$ cat src/pic_pkg.sv
// Shared constants, register map and helpers for the PWM interrupt, fault and output control slice.
package pic_pkg;

  localparam int NGEN        = 4;  // Generators.
  localparam int NOUT        = 8;  // Outputs.
  localparam int OUT_PER_GEN = 2;  // Outputs owned by one generator.
  localparam int NEVT        = 6;  // Interrupt sources per generator.
  localparam int NTRG        = 4;  // Trigger sources per generator.
  localparam int NEN         = 10; // Enable bits per generator.
  localparam int NMOD        = 8;  // Module status bits.
  localparam int PERW        = 16; // Period width in PWM clock ticks.
  localparam int DW          = 32;
  localparam int AW          = 8;

  // Event input positions, also the status bit positions.
  localparam int EV_ZERO = 0;
  localparam int EV_LOAD = 1;
  localparam int EV_AU   = 2;
  localparam int EV_AD   = 3;
  localparam int EV_BU   = 4;
  localparam int EV_BD   = 5;
  // Enable bits 0..5 follow the events; triggers start here.
  localparam int TRG_LSB = 6;
  // Module status: generators in the low nibble, faults above.
  localparam int FLT_LSB = 4;

  // Address split: bit 7 picks the generator region.
  localparam int GREG_BIT = 7;
  localparam int GSEL_LSB = 5;
  localparam int GSEL_W   = 2;
  localparam int GOFF_W   = 5;
  localparam int MOFF_W   = 7;

  // Generator register offsets inside a 32-byte window.
  localparam logic [GOFF_W-1:0] G_EN_SET = 5'h00;
  localparam logic [GOFF_W-1:0] G_EN_CLR = 5'h04;
  localparam logic [GOFF_W-1:0] G_EN     = 5'h08;
  localparam logic [GOFF_W-1:0] G_RIS    = 5'h0c;
  localparam logic [GOFF_W-1:0] G_MIS    = 5'h10;
  localparam logic [GOFF_W-1:0] G_PER    = 5'h14;
  // Module register offsets.
  localparam logic [MOFF_W-1:0] M_EN_SET = 7'h00;
  localparam logic [MOFF_W-1:0] M_EN_CLR = 7'h04;
  localparam logic [MOFF_W-1:0] M_EN     = 7'h08;
  localparam logic [MOFF_W-1:0] M_RIS    = 7'h0c;
  localparam logic [MOFF_W-1:0] M_MIS    = 7'h10;
  localparam logic [MOFF_W-1:0] M_FSUP   = 7'h14;
  localparam logic [MOFF_W-1:0] M_FLVL   = 7'h18;
  localparam logic [MOFF_W-1:0] M_INV    = 7'h1c;
  localparam logic [MOFF_W-1:0] M_EXTF   = 7'h20;

  // Reset values.
  localparam logic [NEN-1:0]  EN_RST  = 10'h000;
  localparam logic [NEVT-1:0] RIS_RST = 6'h00;
  localparam logic [PERW-1:0] PER_RST = 16'h0000;
  localparam logic [NOUT-1:0] OUT_RST = 8'h00;
  localparam logic [DW-1:0]   RD_ZERO = 32'h0000_0000;

  // Raw or enable-masked view of a status field.
  function automatic logic [NMOD-1:0] status_view(logic [NMOD-1:0] raw,
                                                  logic [NMOD-1:0] en,
                                                  logic status_masked_select);
    status_view = status_masked_select ? (raw & en) : raw;
  endfunction : status_view

  // Generator index carried by a register address.
  function automatic logic [GSEL_W-1:0] gen_of(logic [AW-1:0] a);
    gen_of = a[GSEL_LSB +: GSEL_W];
  endfunction : gen_of

endpackage : pic_pkg

$ cat src/pic_top.sv
// Top of the PWM interrupt, fault and output control slice with its register port.
// How it works
// - Writing to a generator enable-set register sets chosen bits only.
// - Writing to a generator enable-clear register masks chosen sources.
// - Enables cover six interrupt events and four trigger events.
// - Module enable holds one bit per generator and per fault input.
// - Module status reads raw or masked, generators low, faults high.
// - Active period is counted in PWM clock ticks between zero pulses.
// - Period read returns the last written value, not the active one.
// - Several writes before an update leave only the latest pending.
// - A suppressed output is forced inactive while its fault is active.
// - Outputs without suppression keep their waveform during a fault.
// - Without extended handling a suppressed output is driven low.
// - With extended handling the level bit selects high or low.
// - The level bit does nothing on unsuppressed outputs.
// - Each output has an inversion bit.
// - Writing one to a generator status bit clears it.
module pic_top
  import pic_pkg::*;
(
  input  wire logic                      clk,
  input  wire logic                      rst_b,
  input  wire logic [AW-1:0]             addr,
  input  wire logic [DW-1:0]             wdata,
  input  wire logic                      wr,
  input  wire logic                      rd,
  output logic      [DW-1:0]             rdata,
  input  wire logic [NGEN-1:0][NEVT-1:0] gen_evt,
  input  wire logic [NGEN-1:0]           gen_fault,
  input  wire logic [NGEN-1:0]           fault_in,
  input  wire logic [NOUT-1:0]           wave,
  output logic      [NGEN-1:0]           gen_irq,
  output logic      [NGEN-1:0]           gen_trig,
  output logic      [NGEN-1:0][PERW-1:0] period_active,
  output logic                           mod_irq,
  output logic      [NOUT-1:0]           pwm_out
);

  typedef struct packed {
    logic [NMOD-1:0] men;
    logic [NGEN-1:0] fris;
    logic [NOUT-1:0] sup;
    logic [NOUT-1:0] lvl;
    logic [NOUT-1:0] inv;
    logic            ext;
    logic [DW-1:0]   rdata;
    logic            irq;
  } pic_top_s;

  pic_top_s s_q;
  pic_top_s s_d;

  // Decoded address fields.
  logic              in_gen;
  logic [GSEL_W-1:0] gsel;
  logic [GOFF_W-1:0] goff;
  logic [MOFF_W-1:0] moff;

  // Per-generator strobes and returned state.
  logic [NGEN-1:0]           g_en_set;
  logic [NGEN-1:0]           g_en_clr;
  logic [NGEN-1:0]           g_ris_clr;
  logic [NGEN-1:0]           g_per_wr;
  logic [NGEN-1:0][NEN-1:0]  g_en;
  logic [NGEN-1:0][NEVT-1:0] g_ris;
  logic [NGEN-1:0][PERW-1:0] g_pend;

  // Module status as seen by software.
  logic [NMOD-1:0] mod_raw;
  logic [NMOD-1:0] mod_raw_d;

  // Address split into region, generator and offset.
  assign in_gen = addr[GREG_BIT];
  assign gsel   = gen_of(addr);
  assign goff   = addr[GOFF_W-1:0];
  assign moff   = addr[MOFF_W-1:0];

  // Write strobes for the generator windows.
  always_comb begin
    g_en_set  = '0;
    g_en_clr  = '0;
    g_ris_clr = '0;
    g_per_wr  = '0;
    if (wr && in_gen) begin
      case (goff)
        G_EN_SET: begin
          g_en_set[gsel] = 1'b1;
        end
        G_EN_CLR: begin
          g_en_clr[gsel] = 1'b1;
        end
        G_RIS: begin
          g_ris_clr[gsel] = 1'b1;
        end
        G_PER: begin
          g_per_wr[gsel] = 1'b1;
        end
        default: begin
          g_per_wr = '0;
        end
      endcase
    end
  end

  // Four identical generator slices.
  for (genvar g = 0; g < NGEN; g++) begin : gen_slice
    pic_gen u_gen (
      .clk      (clk),
      .rst_b    (rst_b),
      .evt      (gen_evt[g]),
      .en_set   (g_en_set[g]),
      .en_clr   (g_en_clr[g]),
      .ris_clr  (g_ris_clr[g]),
      .per_wr   (g_per_wr[g]),
      .wdata    (wdata),
      .en       (g_en[g]),
      .ris      (g_ris[g]),
      .irq      (gen_irq[g]),
      .trig     (gen_trig[g]),
      .per_pend (g_pend[g]),
      .per_act  (period_active[g])
    );
  end

  // Output stage runs from the configuration held here.
  pic_outs u_outs (
    .clk       (clk),
    .rst_b     (rst_b),
    .wave      (wave),
    .gen_fault (gen_fault),
    .sup       (s_q.sup),
    .lvl       (s_q.lvl),
    .inv       (s_q.inv),
    .ext       (s_q.ext),
    .pwm_out   (pwm_out)
  );

  // raw status layout
  // Generator bits are the generators' own masked levels.
  assign mod_raw   = {s_q.fris, gen_irq};
  assign mod_raw_d = {s_d.fris, gen_irq};

  // Module registers, fault status and read data.
  always_comb begin
    s_d = s_q;
    // Fault capture; a fault in the clearing cycle survives the clear.
    if (wr && !in_gen && moff == M_RIS) begin
      s_d.fris = s_q.fris & ~wdata[FLT_LSB +: NGEN];
    end
    s_d.fris = s_d.fris | fault_in;
    if (wr && !in_gen) begin
      case (moff)
        M_EN_SET: begin
          s_d.men = s_q.men | wdata[NMOD-1:0];
        end
        M_EN_CLR: begin
          s_d.men = s_q.men & ~wdata[NMOD-1:0];
        end
        M_FSUP: begin
          s_d.sup = wdata[NOUT-1:0];
        end
        M_FLVL: begin
          s_d.lvl = wdata[NOUT-1:0];
        end
        M_INV: begin
          s_d.inv = wdata[NOUT-1:0];
        end
        M_EXTF: begin
          s_d.ext = wdata[0];
        end
        default: begin
          s_d.ext = s_q.ext;
        end
      endcase
    end
    s_d.irq = |(mod_raw_d & s_d.men);
    // Read data stands for exactly one cycle after the strobe.
    s_d.rdata = RD_ZERO;
    if (rd && in_gen) begin
      case (goff)
        G_EN: begin
          s_d.rdata[NEN-1:0] = g_en[gsel];
        end
        G_RIS: begin
          s_d.rdata[NEVT-1:0] = g_ris[gsel];
        end
        G_MIS: begin
          s_d.rdata[NEVT-1:0] = g_ris[gsel] & g_en[gsel][NEVT-1:0];
        end
        G_PER: begin
          s_d.rdata[PERW-1:0] = g_pend[gsel];
        end
        default: begin
          s_d.rdata = RD_ZERO;
        end
      endcase
    end else if (rd) begin
      case (moff)
        M_EN: begin
          s_d.rdata[NMOD-1:0] = s_q.men;
        end
        M_RIS: begin
          s_d.rdata[NMOD-1:0] = status_view(mod_raw, s_q.men, 1'b0);
        end
        M_MIS: begin
          s_d.rdata[NMOD-1:0] = status_view(mod_raw, s_q.men, 1'b1);
        end
        M_FSUP: begin
          s_d.rdata[NOUT-1:0] = s_q.sup;
        end
        M_FLVL: begin
          s_d.rdata[NOUT-1:0] = s_q.lvl;
        end
        M_INV: begin
          s_d.rdata[NOUT-1:0] = s_q.inv;
        end
        M_EXTF: begin
          s_d.rdata[0] = s_q.ext;
        end
        default: begin
          s_d.rdata = RD_ZERO;
        end
      endcase
    end
  end

  // State register with synchronous reset; everything off after reset.
  always_ff @(posedge clk) begin
    if (!rst_b) begin
      s_q <= '{men: '0, fris: '0, sup: OUT_RST, lvl: OUT_RST,
               inv: OUT_RST, ext: 1'b0, rdata: RD_ZERO, irq: 1'b0};
    end else begin
      s_q <= s_d;
    end
  end

  assign rdata   = s_q.rdata;
  assign mod_irq = s_q.irq;

  // module irq
  // Generator bits arrive a cycle late because gen_irq is itself registered.
  AST_MOD_IRQ: assert property (@(posedge clk) disable iff (!rst_b)
    mod_irq == |({s_q.fris, $past(gen_irq)} & s_q.men))
    else $error("module irq disagrees with masked status");

  AST_FLT_IRQ: assert property (@(posedge clk) disable iff (!rst_b)
    (fault_in[0] && s_q.men[FLT_LSB] && !wr) |=> mod_irq)
    else $error("enabled fault did not raise module irq");

  AST_PER_READ: assert property (@(posedge clk) disable iff (!rst_b)
    (rd && in_gen && goff == G_PER) |=> (rdata[PERW-1:0] == g_pend[$past(gsel)]))
    else $error("period read not programmed value");

  AST_PER_WR: assert property (@(posedge clk) disable iff (!rst_b)
    (wr && in_gen && goff == G_PER) |=> (g_pend[$past(gsel)] == $past(wdata[PERW-1:0])))
    else $error("pending period not the last write");

  AST_EN_READ: assert property (@(posedge clk) disable iff (!rst_b)
    (rd && in_gen && goff == G_EN) |=> (rdata[NEN-1:0] == $past(g_en[gsel])))
    else $error("generator enable read wrong");

  AST_GRIS_READ: assert property (@(posedge clk) disable iff (!rst_b)
    (rd && in_gen && goff == G_RIS) |=> (rdata[NEVT-1:0] == $past(g_ris[gsel])))
    else $error("generator raw status read wrong");

  AST_GMIS_READ: assert property (@(posedge clk) disable iff (!rst_b)
    (rd && in_gen && goff == G_MIS) |=> (rdata[NEVT-1:0] == $past(g_ris[gsel] & g_en[gsel][NEVT-1:0])))
    else $error("generator masked status read wrong");

  AST_MEN_SET: assert property (@(posedge clk) disable iff (!rst_b)
    (wr && !in_gen && moff == M_EN_SET) |=> ((s_q.men & $past(wdata[NMOD-1:0])) == $past(wdata[NMOD-1:0])))
    else $error("module enable set lost");

  AST_MEN_CLR: assert property (@(posedge clk) disable iff (!rst_b)
    (wr && !in_gen && moff == M_EN_CLR) |=> ((s_q.men & $past(wdata[NMOD-1:0])) == '0))
    else $error("module enable clear lost");

  AST_MEN_READ: assert property (@(posedge clk) disable iff (!rst_b)
    (rd && !in_gen && moff == M_EN) |=> (rdata[NMOD-1:0] == $past(s_q.men)))
    else $error("module enable read wrong");

  AST_RIS_READ: assert property (@(posedge clk) disable iff (!rst_b)
    (rd && !in_gen && moff == M_RIS) |=> (rdata[NMOD-1:0] == $past({s_q.fris, gen_irq})))
    else $error("module raw status read wrong");

  AST_MIS_READ: assert property (@(posedge clk) disable iff (!rst_b)
    (rd && !in_gen && moff == M_MIS) |=> (rdata[NMOD-1:0] == $past({s_q.fris, gen_irq} & s_q.men)))
    else $error("module masked status read wrong");

  // fault status held
  // A write-one clear in the next cycle may drop the bit legally.
  AST_FAULT_STICKY: assert property (@(posedge clk) disable iff (!rst_b)
    fault_in[0] |=> s_q.fris[0] ##1 (s_q.fris[0] || $past(wr && !in_gen && moff == M_RIS && wdata[FLT_LSB])))
    else $error("fault status not held");

  AST_FLT_CLR: assert property (@(posedge clk) disable iff (!rst_b)
    (wr && !in_gen && moff == M_RIS && wdata[FLT_LSB] && !fault_in[0]) |=> !s_q.fris[0])
    else $error("fault status not cleared");

  AST_SUP_WR: assert property (@(posedge clk) disable iff (!rst_b)
    (wr && !in_gen && moff == M_FSUP) |=> (s_q.sup == $past(wdata[NOUT-1:0])))
    else $error("suppress select not written");

  AST_LVL_WR: assert property (@(posedge clk) disable iff (!rst_b)
    (wr && !in_gen && moff == M_FLVL) |=> (s_q.lvl == $past(wdata[NOUT-1:0])))
    else $error("level select not written");

  AST_INV_WR: assert property (@(posedge clk) disable iff (!rst_b)
    (wr && !in_gen && moff == M_INV) |=> (s_q.inv == $past(wdata[NOUT-1:0])))
    else $error("inversion select not written");

  AST_EXT_WR: assert property (@(posedge clk) disable iff (!rst_b)
    (wr && !in_gen && moff == M_EXTF) |=> (s_q.ext == $past(wdata[0])))
    else $error("extended handling not written");

endmodule : pic_top

$ cat src/pic_gen.sv
// One generator: enable mask, sticky status, interrupt and trigger, buffered period.
module pic_gen
  import pic_pkg::*;
(
  input  wire logic            clk,
  input  wire logic            rst_b,
  input  wire logic [NEVT-1:0] evt,
  input  wire logic            en_set,
  input  wire logic            en_clr,
  input  wire logic            ris_clr,
  input  wire logic            per_wr,
  input  wire logic [DW-1:0]   wdata,
  output logic      [NEN-1:0]  en,
  output logic      [NEVT-1:0] ris,
  output logic                 irq,
  output logic                 trig,
  output logic      [PERW-1:0] per_pend,
  output logic      [PERW-1:0] per_act
);

  typedef struct packed {
    logic [NEN-1:0]  en;
    logic [NEVT-1:0] ris;
    logic            irq;
    logic            trig;
    logic [PERW-1:0] pend;
    logic            pend_vld;
    logic [PERW-1:0] act;
  } pic_gen_s;

  pic_gen_s s_q;
  pic_gen_s s_d;
  logic [NTRG-1:0] trg_src;

  // Next state of the whole generator slice.
  always_comb begin
    s_d = s_q;
    trg_src = {evt[EV_BD], evt[EV_BU], evt[EV_LOAD], evt[EV_ZERO]};
    if (en_set) begin
      s_d.en = s_q.en | wdata[NEN-1:0];
    end
    if (en_clr) begin
      s_d.en = s_q.en & ~wdata[NEN-1:0];
    end
    // write one clears
    // A new event in the clearing cycle survives, so no edge is lost.
    s_d.ris = (s_q.ris & ~(ris_clr ? wdata[NEVT-1:0] : RIS_RST)) | evt;
    s_d.irq = |(s_d.ris & s_d.en[NEVT-1:0]);
    s_d.trig = |(trg_src & s_q.en[TRG_LSB +: NTRG]);
    if (per_wr) begin
      s_d.pend = wdata[PERW-1:0];
      s_d.pend_vld = 1'b1;
    end
    // apply at zero
    // A write in the zero cycle waits for the next zero.
    if (evt[EV_ZERO] && s_q.pend_vld) begin
      s_d.act = s_q.pend;
      s_d.pend_vld = per_wr;
    end
  end

  // State register with synchronous reset.
  always_ff @(posedge clk) begin
    if (!rst_b) begin
      s_q <= '{en: EN_RST, ris: RIS_RST, irq: 1'b0, trig: 1'b0,
               pend: PER_RST, pend_vld: 1'b0, act: PER_RST};
    end else begin
      s_q <= s_d;
    end
  end

  assign en       = s_q.en;
  assign ris      = s_q.ris;
  assign irq      = s_q.irq;
  assign trig     = s_q.trig;
  assign per_pend = s_q.pend;
  assign per_act  = s_q.act;

  AST_EN_SET: assert property (@(posedge clk) disable iff (!rst_b)
    en_set |=> ((en & $past(wdata[NEN-1:0])) == $past(wdata[NEN-1:0])))
    else $error("enable set lost");
  AST_EN_CLR: assert property (@(posedge clk) disable iff (!rst_b)
    en_clr |=> ((en & $past(wdata[NEN-1:0])) == EN_RST))
    else $error("enable clear lost");
  AST_W1C: assert property (@(posedge clk) disable iff (!rst_b)
    (ris_clr && ((wdata[NEVT-1:0] & evt) == RIS_RST)) |=> ((ris & $past(wdata[NEVT-1:0])) == RIS_RST))
    else $error("status not cleared");
  AST_IRQ_MASK: assert property (@(posedge clk) disable iff (!rst_b)
    irq == |(ris & en[NEVT-1:0]))
    else $error("irq disagrees with masked status");
  AST_PER_APPLY: assert property (@(posedge clk) disable iff (!rst_b)
    (evt[EV_ZERO] && s_q.pend_vld) |=> (per_act == $past(per_pend)))
    else $error("period not applied at zero");

endmodule : pic_gen

$ cat src/pic_outs.sv
// Output stage: inversion and fault suppression for all outputs.
module pic_outs
  import pic_pkg::*;
(
  input  wire logic            clk,
  input  wire logic            rst_b,
  input  wire logic [NOUT-1:0] wave,
  input  wire logic [NGEN-1:0] gen_fault,
  input  wire logic [NOUT-1:0] sup,
  input  wire logic [NOUT-1:0] lvl,
  input  wire logic [NOUT-1:0] inv,
  input  wire logic            ext,
  output logic      [NOUT-1:0] pwm_out
);

  typedef struct packed {
    logic [NOUT-1:0] out;
  } pic_outs_s;

  pic_outs_s s_q;
  pic_outs_s s_d;

  // Fault overrides the inverted waveform, so the level is the pin level.
  always_comb begin
    s_d = s_q;
    for (int i = 0; i < NOUT; i++) begin
      if (sup[i] && gen_fault[i / OUT_PER_GEN]) begin
        s_d.out[i] = ext & lvl[i];
      end else begin
        s_d.out[i] = wave[i] ^ inv[i];
      end
    end
  end

  // Output register keeps the pins glitch free.
  always_ff @(posedge clk) begin
    if (!rst_b) begin
      s_q <= '{out: OUT_RST};
    end else begin
      s_q <= s_d;
    end
  end

  assign pwm_out = s_q.out;

  AST_SUP_LEVEL: assert property (@(posedge clk) disable iff (!rst_b)
    (sup[0] && gen_fault[0]) |=> (pwm_out[0] == $past(ext & lvl[0])))
    else $error("suppressed level wrong");
  AST_PASS: assert property (@(posedge clk) disable iff (!rst_b)
    !sup[1] |=> (pwm_out[1] == $past(wave[1] ^ inv[1])))
    else $error("unsuppressed output altered");
  AST_LOW_NOEXT: assert property (@(posedge clk) disable iff (!rst_b)
    (!ext && sup[2] && gen_fault[1]) |=> !pwm_out[2])
    else $error("suppressed output not low");

endmodule : pic_outs

$ cat config.mk
export PLATFORM = sky130hd
export DESIGN_NAME = pic_top
export DESIGN_NICKNAME = d
export VERILOG_FILES = /design/src/pic_pkg.sv /design/src/pic_top.sv /design/src/pic_gen.sv /design/src/pic_outs.sv
export SDC_FILE = /design/constraint.sdc
export NUM_CORES = 1
export LEC_CHECK = 0
export BUFFER_PORTS_ARGS = -buffer_cell sky130_fd_sc_hd__buf_2
export CORE_ASPECT_RATIO = 0.9
export CORE_MARGIN = 2
export CORE_UTILIZATION = 45
export DETAILED_ROUTE_END_ITERATION = 10
export HOLD_SLACK_MARGIN = 0.06
export PLACE_DENSITY = 0.68
export SLEW_MARGIN = 15
export SYNTH_ARGS = -nofsm -noshare
export SYNTH_HDL_FRONTEND = slang
export SYNTH_SLANG_ARGS = --single-unit
$ cat constraint.sdc
create_clock -name clk -period 1.9 [get_ports clk]
set_clock_uncertainty 0.05 [all_clocks]
set_input_delay 0.285 -clock clk [delete_from_list [all_inputs] [get_ports clk]]
set_output_delay 0.285 -clock clk [all_outputs]
set_load 0.03 [all_outputs]
* Word level (Yosys, flattened, before mapping)
Index checks and enable logic that the tools add are counted.
Operators by class: muxes and demuxes 54, magnitude comparators 2, equal/unequal tests 13, bitwise operators 55, reductions and logical operators 42
Operators with widths (number):
- 10-bit 2-to-1 mux | 9
- 17-bit 2-to-1 mux | 4
- 6-bit bitwise AND | 9
- 7-bit case mux with 6 select lines | 1
- 10-bit bitwise AND | 4
- 10-bit bitwise OR | 4
- 4-bit 2-to-1 mux | 9
- 6-bit 2-to-1 mux | 6
- 16-bit binary-select mux with 2-bit select | 1
- 16-bit 2-to-1 mux | 2
- 7-bit by 5-bit == test with 1-bit output (second input constant) | 4
- 8-bit bitwise AND | 3
- 6-bit inverter | 4
- 6-bit bitwise OR | 4
- 6-bit case mux with 4 select lines | 1
- 6-bit OR reduction | 4
- 4-bit bitwise AND | 5
- 10-bit binary-select mux with 2-bit select | 1
- 1-bit logical AND | 17
- 8-bit 2-to-1 mux | 2
- 8-bit case mux with 2 select lines | 1
- 2-bit nonzero test | 8
- 4-bit OR reduction | 4
- 7-bit by 4-bit == test with 1-bit output (second input constant) | 2
- other kinds (26) | 57
Word-level totals: word-level logic and storage cells 208, register bits after elaboration 282

* Depth between registers and ports, before layout
Gate-level depths: netlist of the first run.
word-level depth 12, gate-level depth with buffers 8

* Cells and area by module
Synthesis of the first run repeated with hierarchy kept, for this count alone.
Second synthesis, totals: cell total of the unflattened synthesis 1451, area total of the unflattened synthesis 13017.5 sq um
By module, submodules not included:
- pic_gen | area each 2183.3 sq um, times used 4, sequential area each 1021.0 sq um, cells each 249
- pic_top | area each 3863.7 sq um, times used 1, sequential area each 1081.0 sq um, cells each 407
- pic_outs | area each 420.4 sq um, times used 1, sequential area each 160.2 sq um, cells each 48

* Worst setup path before layout of the first run
No wires, ideal clock.
path type input to register, start in addr[5], end reg s_q (netlist bit mod_irq), path slack -0.119 ns, arrival 1.844 ns, cell stages on the path 5, required time 1.725 ns, setup time 0.125 ns, path buffers 0, path through nor4b_4 > nand4_1 > and3_1 > or4_1 > o41a_1
On the way: longest elaborated chain between the ends 6, elaborated cells between the ends (all ways) 10, classes of those cells eq/ne (2); mux (3); bitwise (2); reduce/logical (3)
RTL lines:
- start, declared | line pic_top.sv:23 | input wire logic [AW-1:0] addr,
- 7-bit by 4-bit == test with 1-bit output | line pic_top.sv:147 | if (wr && !in_gen && moff == M_RIS) begin
- 1-bit logical AND | line pic_top.sv:147
- 4-bit 2-to-1 mux | line pic_top.sv:147
- 4-bit bitwise OR | line pic_top.sv:150 | s_d.fris = s_d.fris | fault_in;
- 8-bit bitwise AND (*) | line pic_top.sv:176 | s_d.irq = |(mod_raw_d & s_d.men);
- 8-bit OR reduction (*) | line pic_top.sv:176
- end signal, assigned | line pic_top.sv:230 | s_q <= '{men: '0, fris: '0, sup: OUT_RST, lvl: OUT_RST,
- end, declared | line pic_top.sv:50 | pic_top_s s_q;
Mark *: on every way between the ends. The rest lies on a longest branch, timed or not. A chain may end at the register's enable or synchronous reset.

* Worst setup path after layout of the first run
start in rst_b, end reg u_outs.s_q (netlist bit u_outs.pwm_out[7])
RTL lines:
- start, declared | line pic_top.sv:22 | input wire logic rst_b,
- end signal, assigned | line pic_outs.sv:38 | s_q <= '{out: OUT_RST};
- end, declared | line pic_outs.sv:20 | pic_outs_s s_q;
No word-level cell between the ends.

==> impl_metrics.tcl, run 1 <==
set metrics [dict create \
    synth-edff-count 0 \
    crit_family "buffers and inverters" \
    clkPwrFrac_pct 48.3 \
    hold_slack_ps 75.3 \
    synth.distinct_cells 58 \
    gp_congestion 0.968 \
    areaGrowthSynthToFinish_pct 24.6 \
    rows 57 \
    r2r-start "gen_slice[1].u_gen.irq" \
    grt_max_degree 71 \
    die_area_um2 28400 \
    seq_power_share_pct 43.9 \
    yosysWarnings 0 \
    powerDensity_nw_per_um2 850 \
    fin_total_pwr_mw 12.9 \
    synth.avg_cell_area_um2 8.76 \
    wl_per_cell_um 20.2 \
    cts_sinks 266 \
    max_stage_delay_ps 550 \
    synthTopCellsByArea "dfxtp_1, nand2_1, a21oi_1, buf_4, mux4_2" \
    insertedDiodeCount 0 \
    maxCapViolCount 0 \
    worst_pin_slew_ps 561 \
    synthFlopType "dfxtp_1" \
    cp_slowest_cell "dlygate4sd3_1" \
    worstSetupStartpointType "input port" \
    fmax_mhz 543 \
    drt_iter0_markers 1233 \
    drive_gt1_share_pct 26.4 \
    cp_cell_sequence "dlygate4sd3_1 -> clkbuf_4 -> inv_8 -> buf_12 -> a211oi_1 -> dlygate4sd3_1" \
    clockRootBuffer "clkbuf_16" \
    clkTransAtPathRegs_ps 60 \
    cp.depth 6 \
    place_ws_ps -315 \
    fin_setup_tns_ps 0 \
    crit_type "input port to flop" \
    finalWorstSetupSlack_ps 60.0 \
    num-fill-cells 2410 \
    power_leakage_nw 6.19 \
    grt_overflow 0 \
    yosysTopAreaCell "dfxtp_1" \
    cts_buffer_depth 3 \
    finalHoldViolations 0 \
    setup_viol 0 \
    timing_max_transition_violations_final 0 \
    io-pin-count 197 \
    cp_max_fo 36 \
    antenna_found_initial 0 \
    io_buffers 164 \
    status "finished, final reports clean" \
    p_sw_mw 3.01 \
    reg2reg_to "mod_irq" \
    multi_input_area_um2 5610 \
    slew_headroom_pct 62.6 \
    peakVddDrop_uv 521 \
    cts_buffers 29 \
    period_share_pct 96.8 \
    synth_seq_cells 266 \
    hp-class "input port to flop" \
    netlist_area_um2 12200 \
    wirelength_um 39300 \
    worst_path_most_repeated_cell "dlygate4sd3_1" \
    grt_pass1_vias 10500 \
    fp.dieH_um 160 \
    first_pass_iters 7 \
    yosys.area.top_type_share_pct 43.7 \
    grt_pass1_wl_um 60000 \
    min_period_ps 1840 \
    worst_setup_path_end_kind "flop" \
    htreeDepth 1 \
    ff2ff_setup_slack_ps 160 \
    crit_end "u_outs.pwm_out[7]" \
    critPathArrivalTime_ps 2230 \
    drcViolationCount 0 \
    regArea_um2 5330 \
    critPathRequiredTime_ps 2290 \
    ant_nets 0 \
    core-area_um2 26800 \
    synth_cells 1391 \
    intPower_mw 9.89 \
    swShare_pct 23.3 \
    nets 1650 \
    place_hpwl_um 28400 \
    drt-vias-per-instance 5.83 \
    ys_seq_area_share_pct 43.7 \
    finish.utilization_pct 56.6 \
    gr-usage-all-layers_pct 26.8 \
    async_flop_share_pct 0 \
    via_count 11300 \
    rsz0062_at_grt "false" \
    die_w_um 177 \
    path_buf_inv 5 \
    combPwrFrac_pct 7.8 \
    cp-startpoint "rst_b" \
    clock_latency_ps 550 \
    cts_tree "done" \
    r2r_cells 4 \
    floorplan.initialDensity_pct 45.5 \
]
tightest hold or removal path: stages:
cell and delay, ps:
buf_2 100, a21oi_1 50, buf_4 120, nor2_1 70
cell families (layout without fill, tap and decap cells):
group           count (synthesis)  count (layout)  share of synthesized area (%)
xor+xnor                        9               9                          0.647
buf+inv                       242             424                           11.0
simple gates                  450             450                           16.2
mux                            73              73                           9.36
flops                         266             266                           43.7
other cells                     1              16                         0.0308
compound gates                350             350                           19.2
routing by layer:
metal	vias to the layer above	routed length, µm	GRT usage (%)
li1	5202	-	-
met1	5393	17700	40.3
met2	650	16500	39.1
met3	79	4000	5.38
met4	0	996	7.00
met5	-	0	0
cells in the mapped netlist, types with 6 or more instances:
library cell / number
mux2i_1: 33
o22ai_1: 8
buf_1: 8
a21oi_1: 162
a311oi_1: 34
clkbuf_1: 94
nor3_1: 6
mux4_2: 32
a41o_1: 7
nor2b_1: 9
nand3_1: 16
nor2_1: 89
nand4_1: 27
a22oi_1: 19
buf_2: 20
buf_4: 107
inv_1: 12
and3_1: 17
mux2_2: 8
nand2_1: 261
a41oi_1: 13
xnor2_1: 8
a211oi_1: 8
a31oi_1: 30
dfxtp_1: 266
and2_1: 9
a22o_1: 11
o221ai_1: 6
what timing repair did:
action | in CTS | in global routing
endpoints found under the setup margin | 0 | 4
hold endpoints to repair | 56 | 0
hold buffers | 41 | 0
setup buffers | 0 | 0
resized for setup | 0 | 2
power groups by stage:
stage          clock, mW  sequential [mW]  combinational, mW
6_report            6.23             5.67               1.01
5_1_grt             6.51             5.67               1.06
4_1_cts             6.28             5.67              0.980
3_5_place_dp           0             5.79              0.913
3_3_place_gp           0             5.79              0.907
2_1_floorplan          0             5.80              0.457
through the flow:
step	std cells	instance area (µm²)
after floorplan	1406	12300
after global placement	1848	13700
after detailed placement	1848	13700
after CTS	1942	15200
after global routing	1942	15200
final	1942	15200
how the worst min path moves through the flow:
stage                                  startpoint                        endpoint  slack (ps)  depth (start not counted)
floorplan                              gen_evt[6]       gen_slice[1].u_gen.ris[0]         360                          2
finish                                gen_evt[14]       gen_slice[2].u_gen.ris[2]          80                          4
global route                             wdata[8]  gen_slice[1].u_gen.per_pend[8]         100                          3
detailed placement  gen_slice[0].u_gen.per_act[0]   gen_slice[0].u_gen.per_act[0]         390                          2
global placement    gen_slice[1].u_gen.per_act[7]   gen_slice[1].u_gen.per_act[7]         390                          2
CTS                                   gen_evt[14]       gen_slice[2].u_gen.ris[2]          70                          4
layout make-up:
| type | instances | area share (%) |
|---|---|---|
| multi-input combinational | 898 | 36.9 |
| sequential | 266 | 35.1 |
| timing repair buffer | 358 | 17.7 |
| clock buffer | 38 | 5.40 |
| tap | 354 | 2.92 |
| clock inverter | 15 | 1.64 |
| inverter | 13 | 0.371 |
flip-flops by register name (all words and copies together) (netlist names):
name	flops
gen_slice.u_gen.trig	4
u_outs.pwm_out	8
mod_irq	1
gen_slice.u_gen.per_act	64
s_q	33
gen_slice.u_gen.s_q	4
gen_slice.u_gen.per_pend	64
gen_slice.u_gen.irq	4
gen_slice.u_gen.ris	24
rdata	16
gen_slice.u_gen.en	40
mod_raw	4
layout by cell type, fill, tap and decap left out, types with 5 or more instances in the layout:
cell type and instances:
mux2i_1 33, dlygate4sd3_1 41, nand4_1 27, and2_1 9, a21oi_1 162, xnor2_1 8, buf_4 129, buf_12 24
a311oi_1 34, and3_1 17, clkbuf_8 6, a22oi_1 19, conb_1 16, a222oi_1 5, a21o_1 5, nand2_1 260
buf_2 163, mux2_2 8, dfxtp_1 266, o221ai_1 6, a31oi_1 30, o22ai_1 8, inv_1 12, nor2b_1 9
nor3_1 5, a41o_1 7, a22o_1 11, nor2_1 88, a32o_1 5, o211a_1 5, a41oi_1 13, a32oi_1 5
clkbuf_16 29, o21ai_0 5, mux4_2 32, a211oi_1 8, nand3_1 16, bufinv_16 6
Note: power is estimated with default switching activity, not from simulation.
==> run 2, diff against run 1 <==
- ABC_AREA: not set -> 1
- SLEW_MARGIN: 15 -> not set
==> impl_metrics.tcl, run 2 <==
set metrics [dict create \
    status "finished, final reports clean" \
    grt_overflow 0 \
    die_area_um2 28500 \
    grt_util_met1_pct 39.1 \
    synth.distinct_cells 35 \
    netlist_area_um2 12200 \
    post_dp_cell_area_um2 13400 \
    via_count 11900 \
    hold_slack_ps 73.8 \
    rsz0062_at_grt "false" \
    clockRootBuffer "clkbuf_16" \
    yosysTopAreaCell "dfxtp_1" \
    period_share_pct 85.5 \
    insertedDiodeCount 0 \
    use_met3_pct 4.78 \
    layout_common_cells "nand2_1, dfxtp_1, nor2_1" \
    cts_buffers 29 \
    die_w_um 178 \
    synth_cells 1727 \
    fin_setup_tns_ps 0 \
    final_common_cell "nand2_1" \
    cts_resized 0 \
    cts_buffer_depth 3 \
    maxCapViolCount 0 \
    setup_viol 0 \
    gr-usage-met2_pct 40.1 \
    nets 1993 \
    peakVddDrop_uv 665 \
    max_stage_delay_ps 480 \
    drt-vias-per-instance 5.23 \
    first_pass_iters 5 \
    post-route-cell-area_um2 15000 \
    hold_buffers 50 \
    fmax_mhz 616 \
    async_flop_share_pct 0 \
    synth.avg_cell_area_um2 7.07 \
    io_buffers 164 \
    power_leakage_nw 6.48 \
    drcViolationCount 0 \
    num-fill-cells 2578 \
    multi_input_area_um2 5200 \
    min_period_ps 1620 \
    clock_latency_ps 570 \
    io-pin-count 197 \
    regArea_um2 5330 \
    crit_family "flip-flops" \
    grt_pass1_vias 11100 \
    cts_sinks 266 \
    worst_setup_path_end_kind "output pin" \
    slew_headroom_pct 55.6 \
    gr-usage-all-layers_pct 26.8 \
    gp_congestion 0.997 \
    worstSetupStartpointType "flop" \
    cp_cell_sequence "buf_2" \
    ff2ff_setup_slack_ps 440 \
    floorplan.initialDensity_pct 45.6 \
    grt_max_degree 145 \
    worst_pin_slew_ps 666 \
    busiest_layer "met2" \
    place_hpwl_um 28400 \
    fin_total_pwr_mw 13.1 \
    fp.dieH_um 160 \
    drt_iter0_markers 1309 \
    rows 57 \
    critPathArrivalTime_ps 1290 \
    synth-edff-count 0 \
    antenna_found_initial 1 \
    grt_pass1_wl_um 60100 \
    cts_tree "done" \
    synthTopCellsByArea "dfxtp_1, nand2_1, o21ai_0, nor2_1, a21oi_1" \
    yosysWarnings 0 \
    yosysMostFrequentCell "nand2_1" \
    core-area_um2 26800 \
    ys_seq_area_share_pct 43.6 \
    htreeDepth 1 \
    postCtsSetupRepairBufs 0 \
    areaGrowthSynthToFinish_pct 22.6 \
    drive_gt1_share_pct 18.3 \
    dpl.cell_count 2182 \
    synth_seq_cells 266 \
    path_buf_inv 1 \
    finalWorstSetupSlack_ps 276 \
    crit_type "flop to output pin" \
    wl_per_cell_um 16.9 \
    yosys.area.top_type_share_pct 43.6 \
    finalNonFillerCells 2285 \
    cp_slowest_cell "dfxtp_1" \
    wirelength_um 38700 \
    ant_nets 0 \
    hp-class "input port to flop" \
    cp_max_fo 4 \
    finish.utilization_pct 55.9 \
    timing_max_transition_violations_final 0 \
    clkTransAtPathRegs_ps 60 \
    place_ws_ps -80.0 \
    critPathRequiredTime_ps 1560 \
    ys_top_cells_by_count "nand2_1, dfxtp_1, nor2_1, o21ai_0, a21oi_1" \
    synthFlopType "dfxtp_1" \
    powerDensity_nw_per_um2 875 \
    finalHoldViolations 0 \
]
[run 2: changes by cell type in the layout (fill, tap and decap cells not counted), sizes merged, moves of 13 or more]
cell    before  now
a211oi       8   26
a311oi      34    1
a31oi       30    8
and3        17    0
buf        316  268
inv         14  171
mux2i       33    0
mux4        32    0
nand2      261  331
nand3       16   54
nand4       27   14
nor2        89  245
o21ai        5  184
[run 2: cell families after synthesis]
family | Yosys count | share of synthesized area [%]
other | 1 | 0.0307
buffers and inverters | 355 | 14.3
xor gates and xnor gates | 8 | 0.574
and+or+nand+nor | 660 | 22.1
AOI/OAI and AO/OA | 437 | 19.4
DFF | 266 | 43.6
[run 2: final cells by class]
cell class,instances,share of cell area (%)
clock buffer,37,5.45
clock inverter,16,2.04
inverter,173,4.35
multi-input combinational,1121,34.7
sequential,266,35.6
tap,354,2.96
timing repair buffer,318,15.0
[run 2: per-layer routing]
metal / part of all wire, % / up-vias
met5: 0.018 / -
met4: 2.9 / 2
met1: 45 / 5476
met2: 44 / 505
met3: 8.8 / 80
li1: - / 5883
[run 2: final timing paths]
| check | to | cells past startpoint | startpoint |
|---|---|---|---|
| worst min register to register | s_q[53] | 2 | s_q[53] |
| worst min-delay path | gen_slice[3].u_gen.ris[5] | 4 | gen_evt[23] |
| worst max-delay path | gen_irq[3] | 1 | gen_slice[3].u_gen.irq |
| worst max register to register | u_outs.pwm_out[7] | 4 | s_q[33] |
[run 2: power by group]
| group | internal [mW] | switching, mW |
|---|---|---|
| combinational | 0.321 | 0.587 |
| clock | 4.13 | 2.40 |
| sequential | 5.64 | 0.0314 |
